<file path="src/rtl/tlia_pkg.sv">
// shared constants of the two-level interrupt aggregator
// assumes a single 10 MHz clock and a 32-bit AXI4-Lite register port
`default_nettype none

package tlia_pkg;

  // ==========================================================
  // bus geometry and responses
  localparam int unsigned TLIA_AW = 8;
  localparam int unsigned TLIA_DW = 32;
  localparam logic [1:0] TLIA_RESP_OKAY = 2'h0;
  localparam logic [1:0] TLIA_RESP_SLVERR = 2'h2;

  // ==========================================================
  // register byte offsets
  localparam logic [7:0] TLIA_OFF_NORMAL = 8'h00;
  localparam logic [7:0] TLIA_OFF_FAST = 8'h04;
  localparam logic [7:0] TLIA_OFF_MASK = 8'h08;
  localparam logic [7:0] TLIA_OFF_LEVEL = 8'h0c;
  localparam logic [7:0] TLIA_OFF_ACTIVE = 8'h10;
  localparam logic [7:0] TLIA_OFF_CTRL = 8'h14;
  localparam logic [7:0] TLIA_OFF_EVT_STAT = 8'h18;
  localparam logic [7:0] TLIA_OFF_EVT_CLR = 8'h1c;
  localparam logic [7:0] TLIA_OFF_EVT_EN = 8'h20;

  // ==========================================================
  // values after reset
  localparam logic [31:0] TLIA_MASK_RST = 32'h0;
  localparam logic [31:0] TLIA_LEVEL_RST = 32'h0;
  localparam logic [1:0] TLIA_CTRL_RST = 2'h0;
  localparam logic [2:0] TLIA_EVT_RST = 3'h0;

  // ==========================================================
  // field positions
  localparam int unsigned TLIA_CTRL_NORMAL_EN = 0;
  localparam int unsigned TLIA_CTRL_FAST_EN = 1;
  localparam int unsigned TLIA_EVT_NORMAL = 0;
  localparam int unsigned TLIA_EVT_FAST = 1;
  localparam int unsigned TLIA_EVT_BUSERR = 2;

  localparam int unsigned TLIA_BIT_RTC_ALARM = 31;
  localparam int unsigned TLIA_BIT_RTC_TICK = 30;
  localparam int unsigned TLIA_BIT_OST_LO = 26;
  localparam int unsigned TLIA_BIT_DMA_LO = 20;
  localparam int unsigned TLIA_BIT_SSP = 19;
  localparam int unsigned TLIA_BIT_CODEC = 18;
  localparam int unsigned TLIA_BIT_UART3 = 17;
  localparam int unsigned TLIA_BIT_HSSER = 16;
  localparam int unsigned TLIA_BIT_UART1 = 15;
  localparam int unsigned TLIA_BIT_SDLC = 14;
  localparam int unsigned TLIA_BIT_USB = 13;
  localparam int unsigned TLIA_BIT_LCD = 12;
  localparam int unsigned TLIA_BIT_GPIO_OR = 11;

  // ==========================================================
  // second-level source counts
  localparam int unsigned TLIA_OST_N = 4;
  localparam int unsigned TLIA_DMA_N = 6;
  localparam int unsigned TLIA_DMA_SUB = 3;
  localparam int unsigned TLIA_SSP_N = 3;
  localparam int unsigned TLIA_CODEC_N = 8;
  localparam int unsigned TLIA_UART_N = 6;
  localparam int unsigned TLIA_HSSER_N = 12;
  localparam int unsigned TLIA_SDLC_N = 5;
  localparam int unsigned TLIA_USB_N = 6;
  localparam int unsigned TLIA_LCD_N = 12;
  localparam int unsigned TLIA_GPIO_N = 28;

  // byte-lane merge of a write
  function automatic logic [31:0] tlia_merge(input logic [31:0] old_v,
                                             input logic [31:0] new_v,
                                             input logic [3:0] strb);
    logic [31:0] res;
    res = old_v;
    for (int b = 0; b < 4; b++) begin
      if (strb[b]) begin
        res[b*8 +: 8] = new_v[b*8 +: 8];
      end
    end
    return res;
  endfunction

endpackage

`default_nettype wire

</file>
<file path="src/rtl/tlia_axil.sv">
// AXI4-Lite slave front end of the interrupt aggregator
// assumes the register decode answers rd_data/rd_ok/wr_ok combinationally
`default_nettype none

module tlia_axil (
  // clock and reset
  input wire logic aclk,
  input wire logic aresetn,
  // write address and data
  input wire logic [tlia_pkg::TLIA_AW-1:0] awaddr,
  input wire logic awvalid,
  output logic awready,
  input wire logic [31:0] wdata,
  input wire logic [3:0] wstrb,
  input wire logic wvalid,
  output logic wready,
  // write response
  output logic [1:0] bresp,
  output logic bvalid,
  input wire logic bready,
  // read
  input wire logic [tlia_pkg::TLIA_AW-1:0] araddr,
  input wire logic arvalid,
  output logic arready,
  output logic [31:0] rdata,
  output logic [1:0] rresp,
  output logic rvalid,
  input wire logic rready,
  // register side
  output logic wr_en,
  output logic [tlia_pkg::TLIA_AW-1:0] wr_addr,
  output logic [31:0] wr_data,
  output logic [3:0] wr_strb,
  input wire logic wr_ok,
  output logic rd_en,
  output logic [tlia_pkg::TLIA_AW-1:0] rd_addr,
  input wire logic [31:0] rd_data,
  input wire logic rd_ok
);
  import tlia_pkg::*;

  logic aw_have_q;
  logic w_have_q;

  // ==========================================================
  // write channel: address and data taken in either order
  assign awready = !aw_have_q && !bvalid;
  assign wready = !w_have_q && !bvalid;
  assign wr_en = aw_have_q && w_have_q && !bvalid;

  always_ff @(posedge aclk) begin
    if (!aresetn) begin
      aw_have_q <= 1'b0;
      wr_addr <= '0;
    end else if (awvalid && awready) begin
      aw_have_q <= 1'b1;
      wr_addr <= awaddr;
    end else if (wr_en) begin
      aw_have_q <= 1'b0;
    end
  end

  always_ff @(posedge aclk) begin
    if (!aresetn) begin
      w_have_q <= 1'b0;
      wr_data <= '0;
      wr_strb <= '0;
    end else if (wvalid && wready) begin
      w_have_q <= 1'b1;
      wr_data <= wdata;
      wr_strb <= wstrb;
    end else if (wr_en) begin
      w_have_q <= 1'b0;
    end
  end

  always_ff @(posedge aclk) begin
    if (!aresetn) begin
      bvalid <= 1'b0;
      bresp <= TLIA_RESP_OKAY;
    end else if (wr_en) begin
      bvalid <= 1'b1;
      bresp <= wr_ok ? TLIA_RESP_OKAY : TLIA_RESP_SLVERR;
    end else if (bready) begin
      bvalid <= 1'b0;
    end
  end

  // ==========================================================
  // read channel: data captured at the address handshake
  assign arready = !rvalid;
  assign rd_en = arvalid && arready;
  assign rd_addr = araddr;

  always_ff @(posedge aclk) begin
    if (!aresetn) begin
      rvalid <= 1'b0;
      rdata <= '0;
      rresp <= TLIA_RESP_OKAY;
    end else if (rd_en) begin
      rvalid <= 1'b1;
      rdata <= rd_data;
      rresp <= rd_ok ? TLIA_RESP_OKAY : TLIA_RESP_SLVERR;
    end else if (rready) begin
      rvalid <= 1'b0;
    end
  end

endmodule

`default_nettype wire

</file>
<file path="src/rtl/tlia_top.sv">
// first-level interrupt aggregator: pending views, mask, routing, core outputs
// assumes all source status bits are on aclk; the core samples the two outputs
//
// Decided for this implementation: the placing of the registers and the AXI4-Lite interface to the registers.
`default_nettype none

// Notes on behaviour
// Software sees a normal pending view, a fast pending view, a mask and a routing level.
// After reset both core interrupt outputs stay off; register contents are not relied on.
// Software programs every register before enabling interrupts in the core.
// The 32-bit active source view is read only and writes to it do nothing.
// Active source bits show their source whatever the mask holds.
// Bit 31 is the clock alarm match and bit 30 the one-hertz tick.
// Bits 26 to 29 are the timer matches 0 to 3, one source each.
// Bits 20 to 25 are DMA channels 0 to 5, each the OR of three sources.
// Bits 13 to 19 are the serial units and bit 12 the display, OR of twelve sources.
// Bits 0 to 10 follow the same-numbered pin edge and bit 11 ORs pins 11 to 27.
// A handler finds a merged unit from the pending view, then reads that unit.
// A single-source bit names its cause from these registers alone.
// Each routing bit sends an active unmasked source to the normal or fast view.
// Outside idle mode a source reaches the core only while its mask bit is one.
// In idle mode the mask is ignored and any request wakes the processor.
// A pending bit is the OR of its unit's status bits and drops when they clear.
// Routing zero means normal and one means fast; each output ORs its routed bits.

module tlia_top (
  // clock and reset
  input wire logic aclk,
  input wire logic aresetn,
  // register bus
  input wire logic [tlia_pkg::TLIA_AW-1:0] awaddr,
  input wire logic awvalid,
  output logic awready,
  input wire logic [31:0] wdata,
  input wire logic [3:0] wstrb,
  input wire logic wvalid,
  output logic wready,
  output logic [1:0] bresp,
  output logic bvalid,
  input wire logic bready,
  input wire logic [tlia_pkg::TLIA_AW-1:0] araddr,
  input wire logic arvalid,
  output logic arready,
  output logic [31:0] rdata,
  output logic [1:0] rresp,
  output logic rvalid,
  input wire logic rready,
  // second-level status from the source units
  input wire logic rtc_alarm,
  input wire logic rtc_tick,
  input wire logic [tlia_pkg::TLIA_OST_N-1:0] ost_match,
  input wire logic [tlia_pkg::TLIA_DMA_N*tlia_pkg::TLIA_DMA_SUB-1:0] dma_status,
  input wire logic [tlia_pkg::TLIA_SSP_N-1:0] sync_serial_port_status,
  input wire logic [tlia_pkg::TLIA_CODEC_N-1:0] codec_serial_port_status,
  input wire logic [tlia_pkg::TLIA_UART_N-1:0] uart3_status,
  input wire logic [tlia_pkg::TLIA_HSSER_N-1:0] high_speed_serial_status,
  input wire logic [tlia_pkg::TLIA_UART_N-1:0] uart1_status,
  input wire logic [tlia_pkg::TLIA_SDLC_N-1:0] sdlc_status,
  input wire logic [tlia_pkg::TLIA_USB_N-1:0] usb_device_port_status,
  input wire logic [tlia_pkg::TLIA_LCD_N-1:0] lcd_status,
  input wire logic [tlia_pkg::TLIA_GPIO_N-1:0] gpio_edge,
  // power state
  input wire logic idle_mode,
  // processor core side
  output logic normal_interrupt_request,
  output logic fast_interrupt_request,
  output logic wake_request,
  // housekeeping interrupt
  output logic sys_irq
);
  import tlia_pkg::*;

  // ==========================================================
  // declarations
  logic [31:0] active_w;
  logic [31:0] eff_mask_w;
  logic [31:0] normal_irq_pending;
  logic [31:0] fast_irq_pending;
  logic [31:0] source_mask_q;
  logic [31:0] routing_level_q;
  logic [1:0] ctrl_q;
  logic [2:0] evt_stat_q;
  logic [2:0] evt_en_q;
  logic [2:0] evt_hit_w;
  logic normal_any_w;
  logic fast_any_w;
  logic normal_prev_q;
  logic fast_prev_q;
  logic wr_en;
  logic [TLIA_AW-1:0] wr_addr;
  logic [31:0] wr_data;
  logic [3:0] wr_strb;
  logic wr_ok;
  logic rd_en;
  logic [TLIA_AW-1:0] rd_addr;
  logic [31:0] rd_data;
  logic rd_ok;

  // ==========================================================
  // gathering of second-level status into first-level bits
  assign active_w[TLIA_BIT_RTC_ALARM] = rtc_alarm;
  assign active_w[TLIA_BIT_RTC_TICK] = rtc_tick;
  assign active_w[TLIA_BIT_OST_LO +: TLIA_OST_N] = ost_match;
  assign active_w[TLIA_BIT_SSP] = |sync_serial_port_status;
  assign active_w[TLIA_BIT_CODEC] = |codec_serial_port_status;
  assign active_w[TLIA_BIT_UART3] = |uart3_status;
  assign active_w[TLIA_BIT_HSSER] = |high_speed_serial_status;
  assign active_w[TLIA_BIT_UART1] = |uart1_status;
  assign active_w[TLIA_BIT_SDLC] = |sdlc_status;
  assign active_w[TLIA_BIT_USB] = |usb_device_port_status;
  assign active_w[TLIA_BIT_LCD] = |lcd_status; // see
  assign active_w[TLIA_BIT_GPIO_OR] = |gpio_edge[TLIA_GPIO_N-1:TLIA_BIT_GPIO_OR];

  // combinational OR, so a bit drops as soon as the unit clears its status
  for (genvar ch = 0; ch < TLIA_DMA_N; ch++) begin : g_dma
    assign active_w[TLIA_BIT_DMA_LO+ch] = |dma_status[ch*TLIA_DMA_SUB +: TLIA_DMA_SUB]; // see
  end

  for (genvar p = 0; p < TLIA_BIT_GPIO_OR; p++) begin : g_gpio
    assign active_w[p] = gpio_edge[p];
  end

  // ==========================================================
  // masking and routing
  assign eff_mask_w = idle_mode ? '1 : source_mask_q; // see
  assign normal_irq_pending = active_w & eff_mask_w & ~routing_level_q; // see
  assign fast_irq_pending = active_w & eff_mask_w & routing_level_q; // see
  assign normal_any_w = |normal_irq_pending;
  assign fast_any_w = |fast_irq_pending;

  // ==========================================================
  // software-written registers
  always_ff @(posedge aclk) begin
    if (!aresetn) begin
      source_mask_q <= TLIA_MASK_RST;
    end else if (wr_en && wr_addr == TLIA_OFF_MASK) begin
      source_mask_q <= tlia_merge(source_mask_q, wr_data, wr_strb);
    end
  end

  always_ff @(posedge aclk) begin
    if (!aresetn) begin
      routing_level_q <= TLIA_LEVEL_RST;
    end else if (wr_en && wr_addr == TLIA_OFF_LEVEL) begin
      routing_level_q <= tlia_merge(routing_level_q, wr_data, wr_strb);
    end
  end

  always_ff @(posedge aclk) begin
    if (!aresetn) begin
      ctrl_q <= TLIA_CTRL_RST;
    end else if (wr_en && wr_addr == TLIA_OFF_CTRL && wr_strb[0]) begin
      ctrl_q <= wr_data[1:0];
    end
  end

  always_ff @(posedge aclk) begin
    if (!aresetn) begin
      evt_en_q <= TLIA_EVT_RST;
    end else if (wr_en && wr_addr == TLIA_OFF_EVT_EN && wr_strb[0]) begin
      evt_en_q <= wr_data[2:0];
    end
  end

  // ==========================================================
  // core outputs, registered
  always_ff @(posedge aclk) begin
    if (!aresetn) begin
      normal_interrupt_request <= 1'b0;
      fast_interrupt_request <= 1'b0;
      wake_request <= 1'b0;
    end else begin
      normal_interrupt_request <= normal_any_w && ctrl_q[TLIA_CTRL_NORMAL_EN];
      fast_interrupt_request <= fast_any_w && ctrl_q[TLIA_CTRL_FAST_EN];
      wake_request <= idle_mode && (|active_w);
    end
  end

  // ==========================================================
  // housekeeping events: sticky, set wins over clear
  always_ff @(posedge aclk) begin
    if (!aresetn) begin
      normal_prev_q <= 1'b0;
      fast_prev_q <= 1'b0;
    end else begin
      normal_prev_q <= normal_any_w;
      fast_prev_q <= fast_any_w;
    end
  end

  assign evt_hit_w[TLIA_EVT_NORMAL] = normal_any_w && !normal_prev_q;
  assign evt_hit_w[TLIA_EVT_FAST] = fast_any_w && !fast_prev_q;
  assign evt_hit_w[TLIA_EVT_BUSERR] = (wr_en && !wr_ok) || (rd_en && !rd_ok);

  always_ff @(posedge aclk) begin
    if (!aresetn) begin
      evt_stat_q <= TLIA_EVT_RST;
    end else if (wr_en && wr_addr == TLIA_OFF_EVT_CLR && wr_strb[0]) begin
      evt_stat_q <= (evt_stat_q & ~wr_data[2:0]) | evt_hit_w;
    end else begin
      evt_stat_q <= evt_stat_q | evt_hit_w;
    end
  end

  always_ff @(posedge aclk) begin
    if (!aresetn) begin
      sys_irq <= 1'b0;
    end else begin
      sys_irq <= |(evt_stat_q & evt_en_q);
    end
  end

  // ==========================================================
  // register decode
  always_comb begin
    rd_ok = 1'b1;
    rd_data = '0;
    if (rd_addr == TLIA_OFF_NORMAL) begin
      rd_data = normal_irq_pending;
    end else if (rd_addr == TLIA_OFF_FAST) begin
      rd_data = fast_irq_pending;
    end else if (rd_addr == TLIA_OFF_MASK) begin
      rd_data = source_mask_q;
    end else if (rd_addr == TLIA_OFF_LEVEL) begin
      rd_data = routing_level_q;
    end else if (rd_addr == TLIA_OFF_ACTIVE) begin
      rd_data = active_w; // see
    end else if (rd_addr == TLIA_OFF_CTRL) begin
      rd_data = {30'h0, ctrl_q};
    end else if (rd_addr == TLIA_OFF_EVT_STAT) begin
      rd_data = {29'h0, evt_stat_q};
    end else if (rd_addr == TLIA_OFF_EVT_CLR) begin
      rd_data = '0;
    end else if (rd_addr == TLIA_OFF_EVT_EN) begin
      rd_data = {29'h0, evt_en_q};
    end else begin
      rd_ok = 1'b0;
    end
  end

  // read-only offsets accept a write with OKAY and change nothing
  always_comb begin
    wr_ok = 1'b1;
    if (wr_addr == TLIA_OFF_NORMAL || wr_addr == TLIA_OFF_FAST) begin
      wr_ok = 1'b1;
    end else if (wr_addr == TLIA_OFF_ACTIVE || wr_addr == TLIA_OFF_EVT_STAT) begin
      wr_ok = 1'b1;
    end else if (wr_addr == TLIA_OFF_MASK || wr_addr == TLIA_OFF_LEVEL) begin
      wr_ok = 1'b1;
    end else if (wr_addr == TLIA_OFF_CTRL || wr_addr == TLIA_OFF_EVT_CLR) begin
      wr_ok = 1'b1;
    end else if (wr_addr == TLIA_OFF_EVT_EN) begin
      wr_ok = 1'b1;
    end else begin
      wr_ok = 1'b0;
    end
  end

  // ==========================================================
  // bus front end
  tlia_axil u_axil (
    .aclk(aclk),
    .aresetn(aresetn),
    .awaddr(awaddr),
    .awvalid(awvalid),
    .awready(awready),
    .wdata(wdata),
    .wstrb(wstrb),
    .wvalid(wvalid),
    .wready(wready),
    .bresp(bresp),
    .bvalid(bvalid),
    .bready(bready),
    .araddr(araddr),
    .arvalid(arvalid),
    .arready(arready),
    .rdata(rdata),
    .rresp(rresp),
    .rvalid(rvalid),
    .rready(rready),
    .wr_en(wr_en),
    .wr_addr(wr_addr),
    .wr_data(wr_data),
    .wr_strb(wr_strb),
    .wr_ok(wr_ok),
    .rd_en(rd_en),
    .rd_addr(rd_addr),
    .rd_data(rd_data),
    .rd_ok(rd_ok)
  );
endmodule

`default_nettype wire

</file>
<file path="config.mk">
export PLATFORM = sky130hd
export DESIGN_NAME = tlia_top
export DESIGN_NICKNAME = d
export VERILOG_FILES = /design/src/rtl/tlia_pkg.sv /design/src/rtl/tlia_axil.sv /design/src/rtl/tlia_top.sv
export SDC_FILE = /design/constraint.sdc
export NUM_CORES = 1
export LEC_CHECK = 0
export BUFFER_PORTS_ARGS = -buffer_cell sky130_fd_sc_hd__clkbuf_2
export CAP_MARGIN = 20
export CORE_MARGIN = 2
export CORE_UTILIZATION = 51
export CTS_BUF_LIST = sky130_fd_sc_hd__clkbuf_8 sky130_fd_sc_hd__clkbuf_16
export DETAILED_ROUTE_END_ITERATION = 8
export HOLD_SLACK_MARGIN = 0.15
export PLACE_DENSITY = 0.77
export SYNTH_ARGS = -nofsm -noshare
export SYNTH_HDL_FRONTEND = slang
export SYNTH_HIERARCHICAL = 1
export SYNTH_SLANG_ARGS = --single-unit
</file>
<file path="constraint.sdc">
create_clock -name aclk -period 2.4 [get_ports aclk]
set_clock_uncertainty 0.05 [all_clocks]
set_input_delay 0.48 -clock aclk [delete_from_list [all_inputs] [get_ports aclk]]
set_output_delay 0.48 -clock aclk [all_outputs]
set_load 0.005 [all_outputs]
</file>
# Word-level counts from Yosys, hierarchy flattened
# Index checks and enable logic that the tools add are counted.
# word_totals
in_bits	170
ff_bits	162
# op_classes
mux	34
n_eq_ne	16
n_bitwise	9
reduce_logical	68
# ops
op	count
32-bit two-way mux	6
110-bit OR reduction	1
32-bit bitwise AND	3
8-bit by 5-bit equality test with 1-bit output (second input constant)	8
32-bit OR reduction	2
8-bit by 4-bit equality test with 1-bit output (second input constant)	4
32-bit inverter	1
12-bit OR reduction	2
3-bit OR reduction	8
1-bit logical AND	22
1-bit two-way mux	21
6-bit OR reduction	3
17-bit OR reduction	1
8-bit by 3-bit equality test with 1-bit output (second input constant)	2
8-bit by 6-bit equality test with 1-bit output (second input constant)	2
8-bit logical NOT	2
2-bit AND reduction	8
3-bit two-way mux	5
1-bit logical NOT	8
2-bit nonzero test	4
8-bit OR reduction	1
3-bit bitwise AND	2
3-bit OR	2
1-bit logical OR	5
3 further kinds	4

# Longest topological paths before layout
# Gate-level depths: netlist (run 1).
# logic_depth
ltp_word	15
depth_mapped	10

# By module
# Netlist (run 1), hierarchy kept.
# by_module_without_submodules
module	n_inst	cells_each	area_each_um2
tlia_top	1	764	5517.8
tlia_axil	1	373	3130.5

# Worst setup path after synthesis (run 1)
# Ideal clock, no wire load.
# synth_timing
kind	input-to-reg
startpoint	input port araddr[1] (netlist name)
endpoint	register u_axil.rdata[31]
t_arrival_ns	2.113
path_buffers	2
path_stages	9
setup_slack_ns	0.162
cell_sequence	buf_4 > or4_4 > nor4_4 > and2_1 > buf_4 > a21oi_1 > a31oi_1 > nand2_1 > a21boi_0
# synth_between
elab_chain_cells	6
# synth_lines
element	line_no	text
from (decl)	tlia_top.sv:41	input wire logic [tlia_pkg::TLIA_AW-1:0] araddr,
8-bit by 5-bit equality test with 1-bit output	tlia_top.sv:226	end else if (rd_addr == TLIA_OFF_ACTIVE) begin
32-bit two-way mux	tlia_top.sv:226	
32-bit two-way mux	tlia_top.sv:224	end else if (rd_addr == TLIA_OFF_LEVEL) begin
32-bit two-way mux	tlia_top.sv:222	end else if (rd_addr == TLIA_OFF_MASK) begin
32-bit two-way mux	tlia_top.sv:220	end else if (rd_addr == TLIA_OFF_FAST) begin
32-bit two-way mux (*)	tlia_top.sv:218	if (rd_addr == TLIA_OFF_NORMAL) begin
named net rd_data[31]	tlia_top.sv:96	logic [31:0] rd_data;
to (signal assigned)	tlia_axil.sv:102	rdata <= rd_data;
to (decl)	tlia_axil.sv:25	output logic [31:0] rdata,
# Mark *: on every way through the listed nets, which the timed path passes. The rest lies on a longest branch.
# A chain may end at the register's enable or synchronous reset.

# Worst setup path after layout (run 1)
# layout_timing
startpoint	register u_axil/wr_addr[5] (netlist name)
endpoint	register source_mask_q[30]
# layout_between
elab_chain_cells	3
# layout_lines
element	line_no	text
from (decl)	tlia_axil.sv:31	output logic [tlia_pkg::TLIA_AW-1:0] wr_addr,
from (signal assigned)	tlia_axil.sv:57	wr_addr <= awaddr;
8-bit by 4-bit equality test with 1-bit output	tlia_top.sv:136	end else if (wr_en && wr_addr == TLIA_OFF_MASK) begin
1-bit logical AND	tlia_top.sv:136	
2-bit AND reduction (no line)	n/a	
to (signal assigned)	tlia_top.sv:137	source_mask_q <= tlia_merge(source_mask_q, wr_data, wr_strb);
to (decl)	tlia_top.sv:79	logic [31:0] source_mask_q;
# No other way between the ends.

==> run metrics, run 1 <==
Nets 1519; CTS tree yes; post-route ant nets 0; total number of vias between 9k and 10k; Setup WS post-layout around 260 ps; worst hold endpoint u_axil/wr_data[17]; GRT Total Usage 0.323; main combinational cell family by area after synthesis compound AO/OA/AOI/OAI gates; clk slew on worst S/H paths 70 ps; #FFs+latches synth 160; hold depth 3; LEAKAGE 0.00408 uW; switching fraction of total power 0.275; Final Hold Vio Count 0; R2R Setup Slk 260 ps; Area Growth Syn to Fin 23.0%; final worst path period need about 2100 ps; Post-synth EDFFs 0; CP Launch Type flip-flop; Die W ~130 um; RSZ-0062 raised after global routing false; drt drc 0; r2r endpoint source_mask_q[30]; Ys Warns 6; Detailed Route Iter0 Violations roughly 920; Fillers about 1.5k; post-synthesis cell type count 71; HP Start wdata[17]; initial core utilization 0.522; share of power burned in registers 0.461; Final Cycle Share 0.891; final setup vio count 0; CP max FO 36; cell-internal power approximately 4400 uW; gpl congestion around 1; die area approximately 0.018 mm^2; CTS buffer count 17; number of antenna violations at the first check in global routing 0; Combinational Power Share 0.117; switching power 1670 uW; ratio of cells with drive above 1 in the final layout 0.240; pin count of the biggest net entering global routing 90; post-synthesis async set-or-reset flop share 0; cell taking the most area after synthesis dfxtp_1; Post-CTS Hold Fix Bufs 0; post-DP HPWL approximately 22000 um; most common cell in the synthesized netlist nand2_1; first-pass GRT wire length ~45000 um; Clock Path Buffers 2; clock share of power 0.422; Post-Synthesis Cells roughly 1.1k; # port buffers 212; Post-CTS Setup Bufs 0; Worst R2R Start u_axil/wr_addr[5]; Slew Limit Fails 0; CTS resizes 0; mux cell area share after synthesis 0.00940; WHS approximately 220 ps; most instantiated cells after synthesis 222 x nand2_1, 160 x dfxtp_1, 126 x nand3_1; core area 0.0166 mm^2; fmax 468 MHz; CP endpoint kind flip-flop; H-tree depth 4; clk sinks 160; Worst Reg-to-Reg Cells 6; post-synthesis area per instance about 7.6 um^2; die height ~130 um; compound-gate portion of the synthesized area 0.277; top cells by area, synth dfxtp_1 37%, nand2_1 9.6%, nand3_1 7.3%, a21boi_0 7.0%, o21ai_0 4.6%; WL/cell 18.6 um; Synth Area in XOR/XNOR 0; TritonRoute pass-1 iters 6; Ant. Diodes 0; pwr dens between 500 and 600 mW/mm^2; number of global-route vias before repair 8428; Root Buffer clkbuf_16; most common flop cell mapped by yosys dfxtp_1; Max Cap Viol 0; Cell Area, Placed a little over 0.01 mm^2; row cnt 47; relative slew slack 0.575; grt total ovfl 0; setup_tns 0 ps; outcome complete, no violations; maximum vdd drop 0.504 mV; Place WS about 31 ps; simple-gate area share of the yosys netlist 0.276; Crit Path Class reg2reg; num ports around 220; Skew-Pair Late Insertion Delay ~430 ps; Worst Path Required about 2700 ps; final instance area between 0.01 and 0.015 mm^2; share of the synthesized area in the top cell type 0.370; Post-Syn Area 0.00865 mm^2; fin util 0.641; Seq/Total Area, Yosys 0.370; Synth Area in Adders 0; critical path data arrival time around 2400 ps; Tightest Pin Transition between 600 and 700 ps; WL final 29400 um; routed vias/inst ~6; hold crit path type in2reg
-- placed cells by master (no fill, tap or decap), types with 13 or more instances in the layout --
cell type,Yosys,layout
nand2_1,222,222
a21boi_1,19,19
inv_1,16,18
dfxtp_1,160,160
nor2_1,45,45
nor4_1,20,20
nor2b_1,14,14
clkbuf_2,3,211
buf_4,12,68
o22ai_1,30,30
a21oi_1,40,40
clkbuf_16,0,17
nand3_1,126,126
a21boi_0,81,81
o21ai_0,80,80
nor3_1,27,27
o211ai_1,13,13
-- per-stage QoR --
step / instances / total power [uW]
after detailed placement: 1550 / 3550
after floorplan: 1138 / 3240
after global placement: 1550 / 3550
after CTS: 1582 / 6080
after global routing: 1582 / 6280
final: 1582 / 6070
-- worst max path at each step --
stage                           start                   to  slack (ps)  depth (start not counted)
floorplan                   araddr[1]     u_axil/rdata[31]         160                          9
CTS                 u_axil/wr_addr[5]    source_mask_q[30]         290                          6
global route        u_axil/wr_addr[5]  routing_level_q[30]         150                          6
finish              u_axil/wr_addr[5]    source_mask_q[30]         260                          6
global placement            idle_mode        normal_prev_q          40                          9
detailed placement          idle_mode          fast_prev_q          30                          7
-- kinds of logic (layout without fill, tap and decap cells) --
logic type      Yosys count  in the layout
mux                       8              8
other cells               1              2
compound gates          355            355
flops                   160            160
simple gates            502            502
buf+inv                 111            335
-- registers in the layout, indices dropped and copies added (netlist names), 2 cells and up --
signal / count
evt_en_q: 3
routing_level_q: 32
u_axil/rdata: 32
ctrl_q: 2
source_mask_q: 32
u_axil/wr_data: 32
u_axil/wr_addr: 8
u_axil/wr_strb: 4
evt_stat_q: 3
-- worst max-delay path, cell delays in order (launching register included) --
cell and delay, ps:
dfxtp_1 340, or3_1 520, nor4_4 340, buf_12 230, nand2_1 210, nand2_1 180
a21boi_0 110
-- area by class of cell --
cell class | instances | area, um^2 | area share
clock buffers | 18 | 439 | 0.0413
clock inverters | 14 | 108 | 0.0101
inverters | 19 | 71.3 | 0.00671
multi-input cells | 867 | 4870 | 0.458
flip-flops and latches | 160 | 3200 | 0.301
well taps | 220 | 275 | 0.0259
repair buffers | 284 | 1670 | 0.157
-- routing by layer --
layer,wire (um),track usage
met4,970,0.127
met3,2980,0.0480
met5,0,0
met2,12600,0.494
met1,12800,0.459
-- power by group through the flow --
stage	Sequential [uW]	Combinational [uW]	Clock, uW
floorplan	2820	419	0
global placement	2850	697	0
detailed placement	2850	700	0
CTS	2790	704	2580
global route	2810	779	2700
finish	2800	712	2560
Note: power is estimated with default switching activity, not from simulation.
==> inputs of run 2 (changes only) <==
--- a/config.mk
+++ b/config.mk
@@ -12,8 +12,7 @@
 export CTS_BUF_LIST = sky130_fd_sc_hd__clkbuf_8 sky130_fd_sc_hd__clkbuf_16
 export DETAILED_ROUTE_END_ITERATION = 8
 export HOLD_SLACK_MARGIN = 0.15
-export PLACE_DENSITY = 0.77
+export PLACE_DENSITY = 0.78
 export SYNTH_ARGS = -nofsm -noshare
 export SYNTH_HDL_FRONTEND = slang
-export SYNTH_HIERARCHICAL = 1
 export SYNTH_SLANG_ARGS = --single-unit
==> run 2 against run 1 <==
Compared with the run above:
- via count is 4.5% lower
- sequential power grew 1%
- critical endpoint is now routing_level_q[9]
- maximum frequency down 4.7%
- critical path type unchanged
- routed wire length shrank 0.37%
- worst hold slack got worse by 25 ps
==> run metrics, run 2 <==
area occupied by registers 0.00320 mm^2 (unchanged); final instance area 0.0103 mm^2 (-2.9%); hold crit path type in2reg; Worst R2R Start u_axil.wr_addr[0]; Setup WS post-layout 157 ps (-105 ps); critical path data arrival time 2490 ps (+100 ps); Nets 1450 (-4.5%); CP Launch Type flip-flop; Post-CTS Hold Fix Bufs 0 (unchanged); worst hold endpoint u_axil.rvalid; Final Hold Vio Count 0 (unchanged); CTS tree yes; most common cell after layout, fill and taps aside clkbuf_2; R2R Setup Slk 160 ps (-110 ps); core area 0.0153 mm^2 (-7.7%); Inst Count DP 1472 (-5.0%); WL/cell 19.4 um (+4.8%); Max Cap Viol 0 (unchanged); Place WS -49.7 ps (-80.9 ps); Root Buffer clkbuf_16; Worst Path Required 2650 ps (about the same); Ys Warns 0 (-6); clk sinks 160 (unchanged); CP endpoint kind flip-flop; cell taking the most area after synthesis dfxtp_1; Ant. Diodes 0 (unchanged); # port buffers 212 (unchanged); Tightest Pin Transition 594 ps (-43.0 ps); Skew-Pair Late Insertion Delay 430 ps (about the same); Fillers 1373 (-10%); H-tree depth 4 (unchanged); Post-Synthesis Cells 1032 (-9.2%); CP bufs+invs 0 (-1); most instantiated cells after synthesis 204 x nand2_1, 160 x dfxtp_1, 128 x a21oi_1; Clock Path Buffers 2 (unchanged); highest-count cells in the layout ignoring fill and taps 212 x clkbuf_2, 204 x nand2_1, 160 x dfxtp_1; Post-synth EDFFs 0 (unchanged); number of antenna violations at the first check in global routing 0 (unchanged); Seq/Total Area, Yosys 0.397 (+0.0265); clk slew on worst S/H paths 60 ps (about the same); Slew Limit Fails 0 (unchanged); Post-CTS Setup Bufs 0 (unchanged); maximum vdd drop 0.560 mV (+11%); CTS buffer count 17 (unchanged); post-synthesis area per instance 7.82 um^2 (+2.8%); relative slew slack 0.602 (+0.0275); die height 130 um (-3.3%); crit-path cells or4_4 > nor4_4 > nand3_2 > mux2i_1 > nor2_1; total number of vias 9087 (-4.5%); Cell Area, Placed 0.00976 mm^2 (-3.3%); CTS resizes 0 (unchanged); TritonRoute pass-1 iters 6 (unchanged); pwr dens 604 mW/mm^2 (+5.9%); Worst Reg-to-Reg Cells 5 (-1); die area 0.0168 mm^2 (-6.5%); final worst path period need 2240 ps (+105 ps); ratio of cells with drive above 1 in the final layout 0.269 (+0.0291); number of global-route vias before repair 8107 (-3.8%); post-synthesis cell type count 79 (+11%); drt drc 0 (unchanged); Crit path max-delay family simple AND/OR/NAND/NOR gates; #FFs+latches synth 160 (unchanged); routed vias/inst 6.04 (+0.41%); pin count of the biggest net entering global routing 107 (+19%); Post-Syn Area 0.00807 mm^2 (-6.7%); share of the synthesized area in the top cell type 0.397 (+0.0265); slowest stage cell on the critical path or4_4; Detailed Route Iter0 Violations 1038 (+12%); RSZ-0062 raised after global routing false; crit-path max cell delay 610 ps (+90 ps); Final Cycle Share 0.935 (+0.0439); hold depth 2 (-1); outcome complete, no violations; Crit Path Class reg2reg; WL final 29200 um (-0.37%); gpl congestion 1.03 (+1.1%); LEAKAGE 0.00430 uW (+5.4%); num ports 215 (unchanged); Area Growth Syn to Fin 28.0%; multi-input logic area 0.00448 mm^2 (-8.0%); r2r endpoint routing_level_q[9]; post-synthesis async set-or-reset flop share 0 (unchanged); Final Non-Filler Cells 1504 (-4.9%); row cnt 45 (-4.3%); post-DP HPWL 22100 um (-1.1%); HP Start rready; grt total ovfl 0 (unchanged); post-route ant nets 0 (unchanged); final setup vio count 0 (unchanged); most common cell in the synthesized netlist nand2_1; GRT Total Usage 0.345 (+0.0214); first-pass GRT wire length 44200 um (-2.6%); top cells by area, synth dfxtp_1 40%, nand2_1 9.5%, a21oi_1 7.9%, mux2i_1 5.0%, o21ai_0 4.1%; fmax 446 MHz (-4.7%); CP max FO 8 (-78%); most common flop cell mapped by yosys dfxtp_1; Die W 130 um (-3.3%); initial core utilization 0.527 (+0.00546)
## run 2: layout make-up
| type | count | share of cell area |
|---|---|---|
| clock inverter | 13 | 0.0111 |
| multi-input combinational | 785 | 0.434 |
| sequential | 160 | 0.310 |
| inverter | 22 | 0.00812 |
| timing repair buffer | 294 | 0.167 |
| clock buffer | 19 | 0.0439 |
| tap | 211 | 0.0256 |
## run 2: power breakdown
part           internal, uW  switching (uW)  total [uW]
registers              2750            82.8        2840
clock network          1480            1110        2600
logic                   345             464         810
total                  4580            1660        6240
## run 2: logic make-up after synthesis
family,after synthesis,synth area share
AOI/OAI and AO/OA,339,0.264
buffers and inverters,88,0.0487
DFF,160,0.397
muxes,41,0.0510
other,1,0.000465
and+or+nand+nor,403,0.239
## run 2: how the worst max path moves through the flow
stage	start	end	slack (ps)	depth (start not counted)
5_1_grt	u_axil.bvalid	source_mask_q[10]	0.2	5
6_report	u_axil.wr_addr[0]	routing_level_q[9]	160	5
2_1_floorplan	dma_status[13]	evt_stat_q[0]	310	5
3_3_place_gp	idle_mode	normal_prev_q	-70	7
3_5_place_dp	idle_mode	normal_prev_q	-50	7
4_1_cts	u_axil.bvalid	routing_level_q[9]	150	5
## run 2: routing by layer
| layer | track usage | part of all wire | wire, um |
|---|---|---|---|
| met5 | 0 | 0 | 0 |
| met2 | 0.527 | 0.44 | 12800 |
| met3 | 0.0808 | 0.12 | 3370 |
| met1 | 0.471 | 0.42 | 12100 |
| met4 | 0.139 | 0.032 | 926 |
## run 2: stage by stage
| stage | total power (uW) | setup TNS, ps | utilization | hold WS (ps) |
|---|---|---|---|---|
| final | 6240 | 0 | 0.674 | 191 |
| after detailed placement | 3680 | -107 | 0.637 | 399 |
| after floorplan | 3260 | 0 | - | 385 |
| after global routing | 6460 | 0 | 0.674 | 192 |
| after global placement | 3670 | -125 | 0.637 | 394 |
| after CTS | 6240 | 0 | 0.674 | 181 |
==> inputs of run 3 (changes only) <==
--- a/config.mk
+++ b/config.mk
@@ -13,6 +13,7 @@
 export DETAILED_ROUTE_END_ITERATION = 8
 export HOLD_SLACK_MARGIN = 0.15
 export PLACE_DENSITY = 0.78
+export SETUP_SLACK_MARGIN = 0.2
 export SYNTH_ARGS = -nofsm -noshare
 export SYNTH_HDL_FRONTEND = slang
 export SYNTH_SLANG_ARGS = --single-unit
==> run 3 against run 2 <==
Compared with the run above:
- non-clock buffer count rose by 3
- total power barely moved
- design area rose by 0.56%
- sequential power barely moved
- setup slack improved by 150 ps
- core utilization rose by 0.38 points
- clock power barely moved
- routed wire length rose by 0.67%
- worst hold slack improved by 3.8 ps
- sequential cell count did not move
- count of clock-buffer cells in the layout did not move
- critical path depth did not move
- critical path type unchanged
==> run metrics, run 3 (synthesized netlist as in run 2, its figures left out) <==
outcome complete, no violations; Clock Path Buffers 2 (unchanged); Final Cycle Share 0.873 (-0.0618); TritonRoute pass-1 iters 7 (+1); GRT Total Usage 0.345 (about the same); share of power burned in registers 0.455 (about the same); Slew Limit Fails 0 (unchanged); grt total ovfl 0 (unchanged); Inst Count DP 1472 (unchanged); LEAKAGE 0.00432 uW (+0.47%); switching fraction of total power 0.267 (+0.000469); Setup WS post-layout 306 ps (+148 ps); gpl congestion 1.03 (unchanged); CP endpoint kind flip-flop; Crit Path Class reg2reg; CTS tree yes; relative slew slack 0.626 (+0.0236); number of global-route vias before repair 8116 (+0.11%); CP max FO 5 (-3); routed vias/inst 6.09 (+0.82%); final setup vio count 0 (unchanged); Tightest Pin Transition 558 ps (-35.3 ps); Fillers 1355 (-1.3%); fmax 477 MHz (+7.1%); crit path to evt_stat_q[1]; fin util 0.678 (+0.00376); Skew-Pair Late Insertion Delay 430 ps (about the same); Final Non-Filler Cells 1507 (+0.20%); Root Buffer clkbuf_16; r2r endpoint evt_stat_q[1]; pwr dens 602 mW/mm^2 (-0.47%); Final Hold Vio Count 0 (unchanged); Detailed Route Iter0 Violations 1155 (+11%); WL final 29400 um (+0.67%); num ports 215 (unchanged); post-DP HPWL 22100 um (unchanged); Die W 130 um (unchanged); # port buffers 212 (unchanged); CP Launch Type flip-flop; first-pass GRT wire length 44200 um (about the same); ratio of cells with drive above 1 in the final layout 0.275 (+0.00632); switching power 1670 uW (+0.26%); CTS buffer count 17 (unchanged); clk slew on worst S/H paths 60 ps (about the same); clk sinks 160 (unchanged); final worst path period need 2090 ps (-148 ps); Worst Path Required 2650 ps (about the same); RSZ-0062 raised after global routing false; row cnt 45 (unchanged); Critical Path Start u_axil.wr_addr[0]; die area 0.0168 mm^2 (unchanged); Nets 1453 (+0.21%); most common cell after layout, fill and taps aside clkbuf_2; maximum vdd drop 0.564 mV (+0.62%); critical path data arrival time 2350 ps (-140 ps); Worst R2R Start u_axil.wr_addr[0]; cell-internal power 4580 uW (about the same); post-route ant nets 0 (unchanged); Ant. Diodes 0 (unchanged); drt drc 0 (unchanged); die height 130 um (unchanged); highest-count cells in the layout ignoring fill and taps 212 x clkbuf_2, 204 x nand2_1, 159 x dfxtp_1; Combinational Power Share 0.130 (about the same); pin count of the biggest net entering global routing 107 (unchanged); clock share of power 0.415 (about the same); total number of vias 9180 (+1.0%); H-tree depth 4 (unchanged); Max Cap Viol 0 (unchanged); hold crit path type in2reg; Place WS -49.7 ps (unchanged); initial core utilization 0.527 (unchanged); number of antenna violations at the first check in global routing 0 (unchanged); R2R Setup Slk 310 ps (+150 ps); WL/cell 19.5 um (+0.47%); Area Growth Syn to Fin 28.7%; Worst Reg-to-Reg Cells 5 (unchanged); core area 0.0153 mm^2 (unchanged)
## run 3: cell count changes in the layout (fill, tap and decap cells not counted), moves of 3 or more
cell,delta
and2_1,-4
and2_2,+4
buf_4,+3
nand3_2,-3
nand3_4,+3
## run 3: power by group through the flow
| stage | sequential [uW] | combinational (uW) | clock [uW] |
|---|---|---|---|
| 4_1_cts | 2840 | 796 | 2610 |
| 6_report | 2840 | 813 | 2590 |
| 2_1_floorplan | 2870 | 394 | 0 |
| 3_3_place_gp | 2890 | 783 | 0 |
| 5_1_grt | 2850 | 887 | 2730 |
| 3_5_place_dp | 2890 | 791 | 0 |
## run 3: worst min path at each step
stage	start	endpoint	slack [ps]	cells past startpoint
after floorplan	ctrl_q[1]	fast_interrupt_request	390	2
after CTS	rready	u_axil.rvalid	180	2
final	rready	u_axil.rvalid	190	2
after global routing	rready	u_axil.rvalid	190	2
after detailed placement	u_axil.wr_addr[7]	u_axil.wr_addr[7]	400	2
after global placement	u_axil.wr_addr[1]	u_axil.wr_addr[1]	390	2
## run 3: cell type report
cell class	instances	area (um^2)	share of cell area
multi-input cells	785	4510	0.435
flip-flops and latches	160	3200	0.309
repair buffers	297	1750	0.168
clock buffers	19	453	0.0436
well taps	211	264	0.0254
clock inverters	13	115	0.0111
inverters	22	83.8	0.00807
## run 3: stage by stage
stage / TNS, ps / hold WS, ps / cell area, um^2 / total power, uW
after floorplan: 0 / 385 / 8070 / 3260
after global placement: -125 / 394 / 9760 / 3670
after detailed placement: -107 / 399 / 9760 / 3680
after CTS: 0 / 181 / 10300 / 6240
after global routing: 0 / 192 / 10400 / 6460
final: 0 / 194 / 10400 / 6250
## run 3: critical path: stages (launching register included)
cell and delay (ps):
dfxtp_1 310, or4_4 610, nor4_4 310, a41oi_1 250, nor4_1 330, a21oi_1 100
## run 3: metal layers
layer / GRT usage / part of all wire / vias up
li1: - / - / 4277
met1: 0.471 / 0.42 / 4231
met2: 0.528 / 0.44 / 602
met3: 0.0808 / 0.11 / 70
met4: 0.139 / 0.030 / 0
met5: 0 / 0 / -
## run 3: what timing repair did
action,CTS,global route
setup endpoints to repair,10,53
buffers inserted,0,3
resized for setup,2,7
hold buffers,0,0
pin swaps,1,3
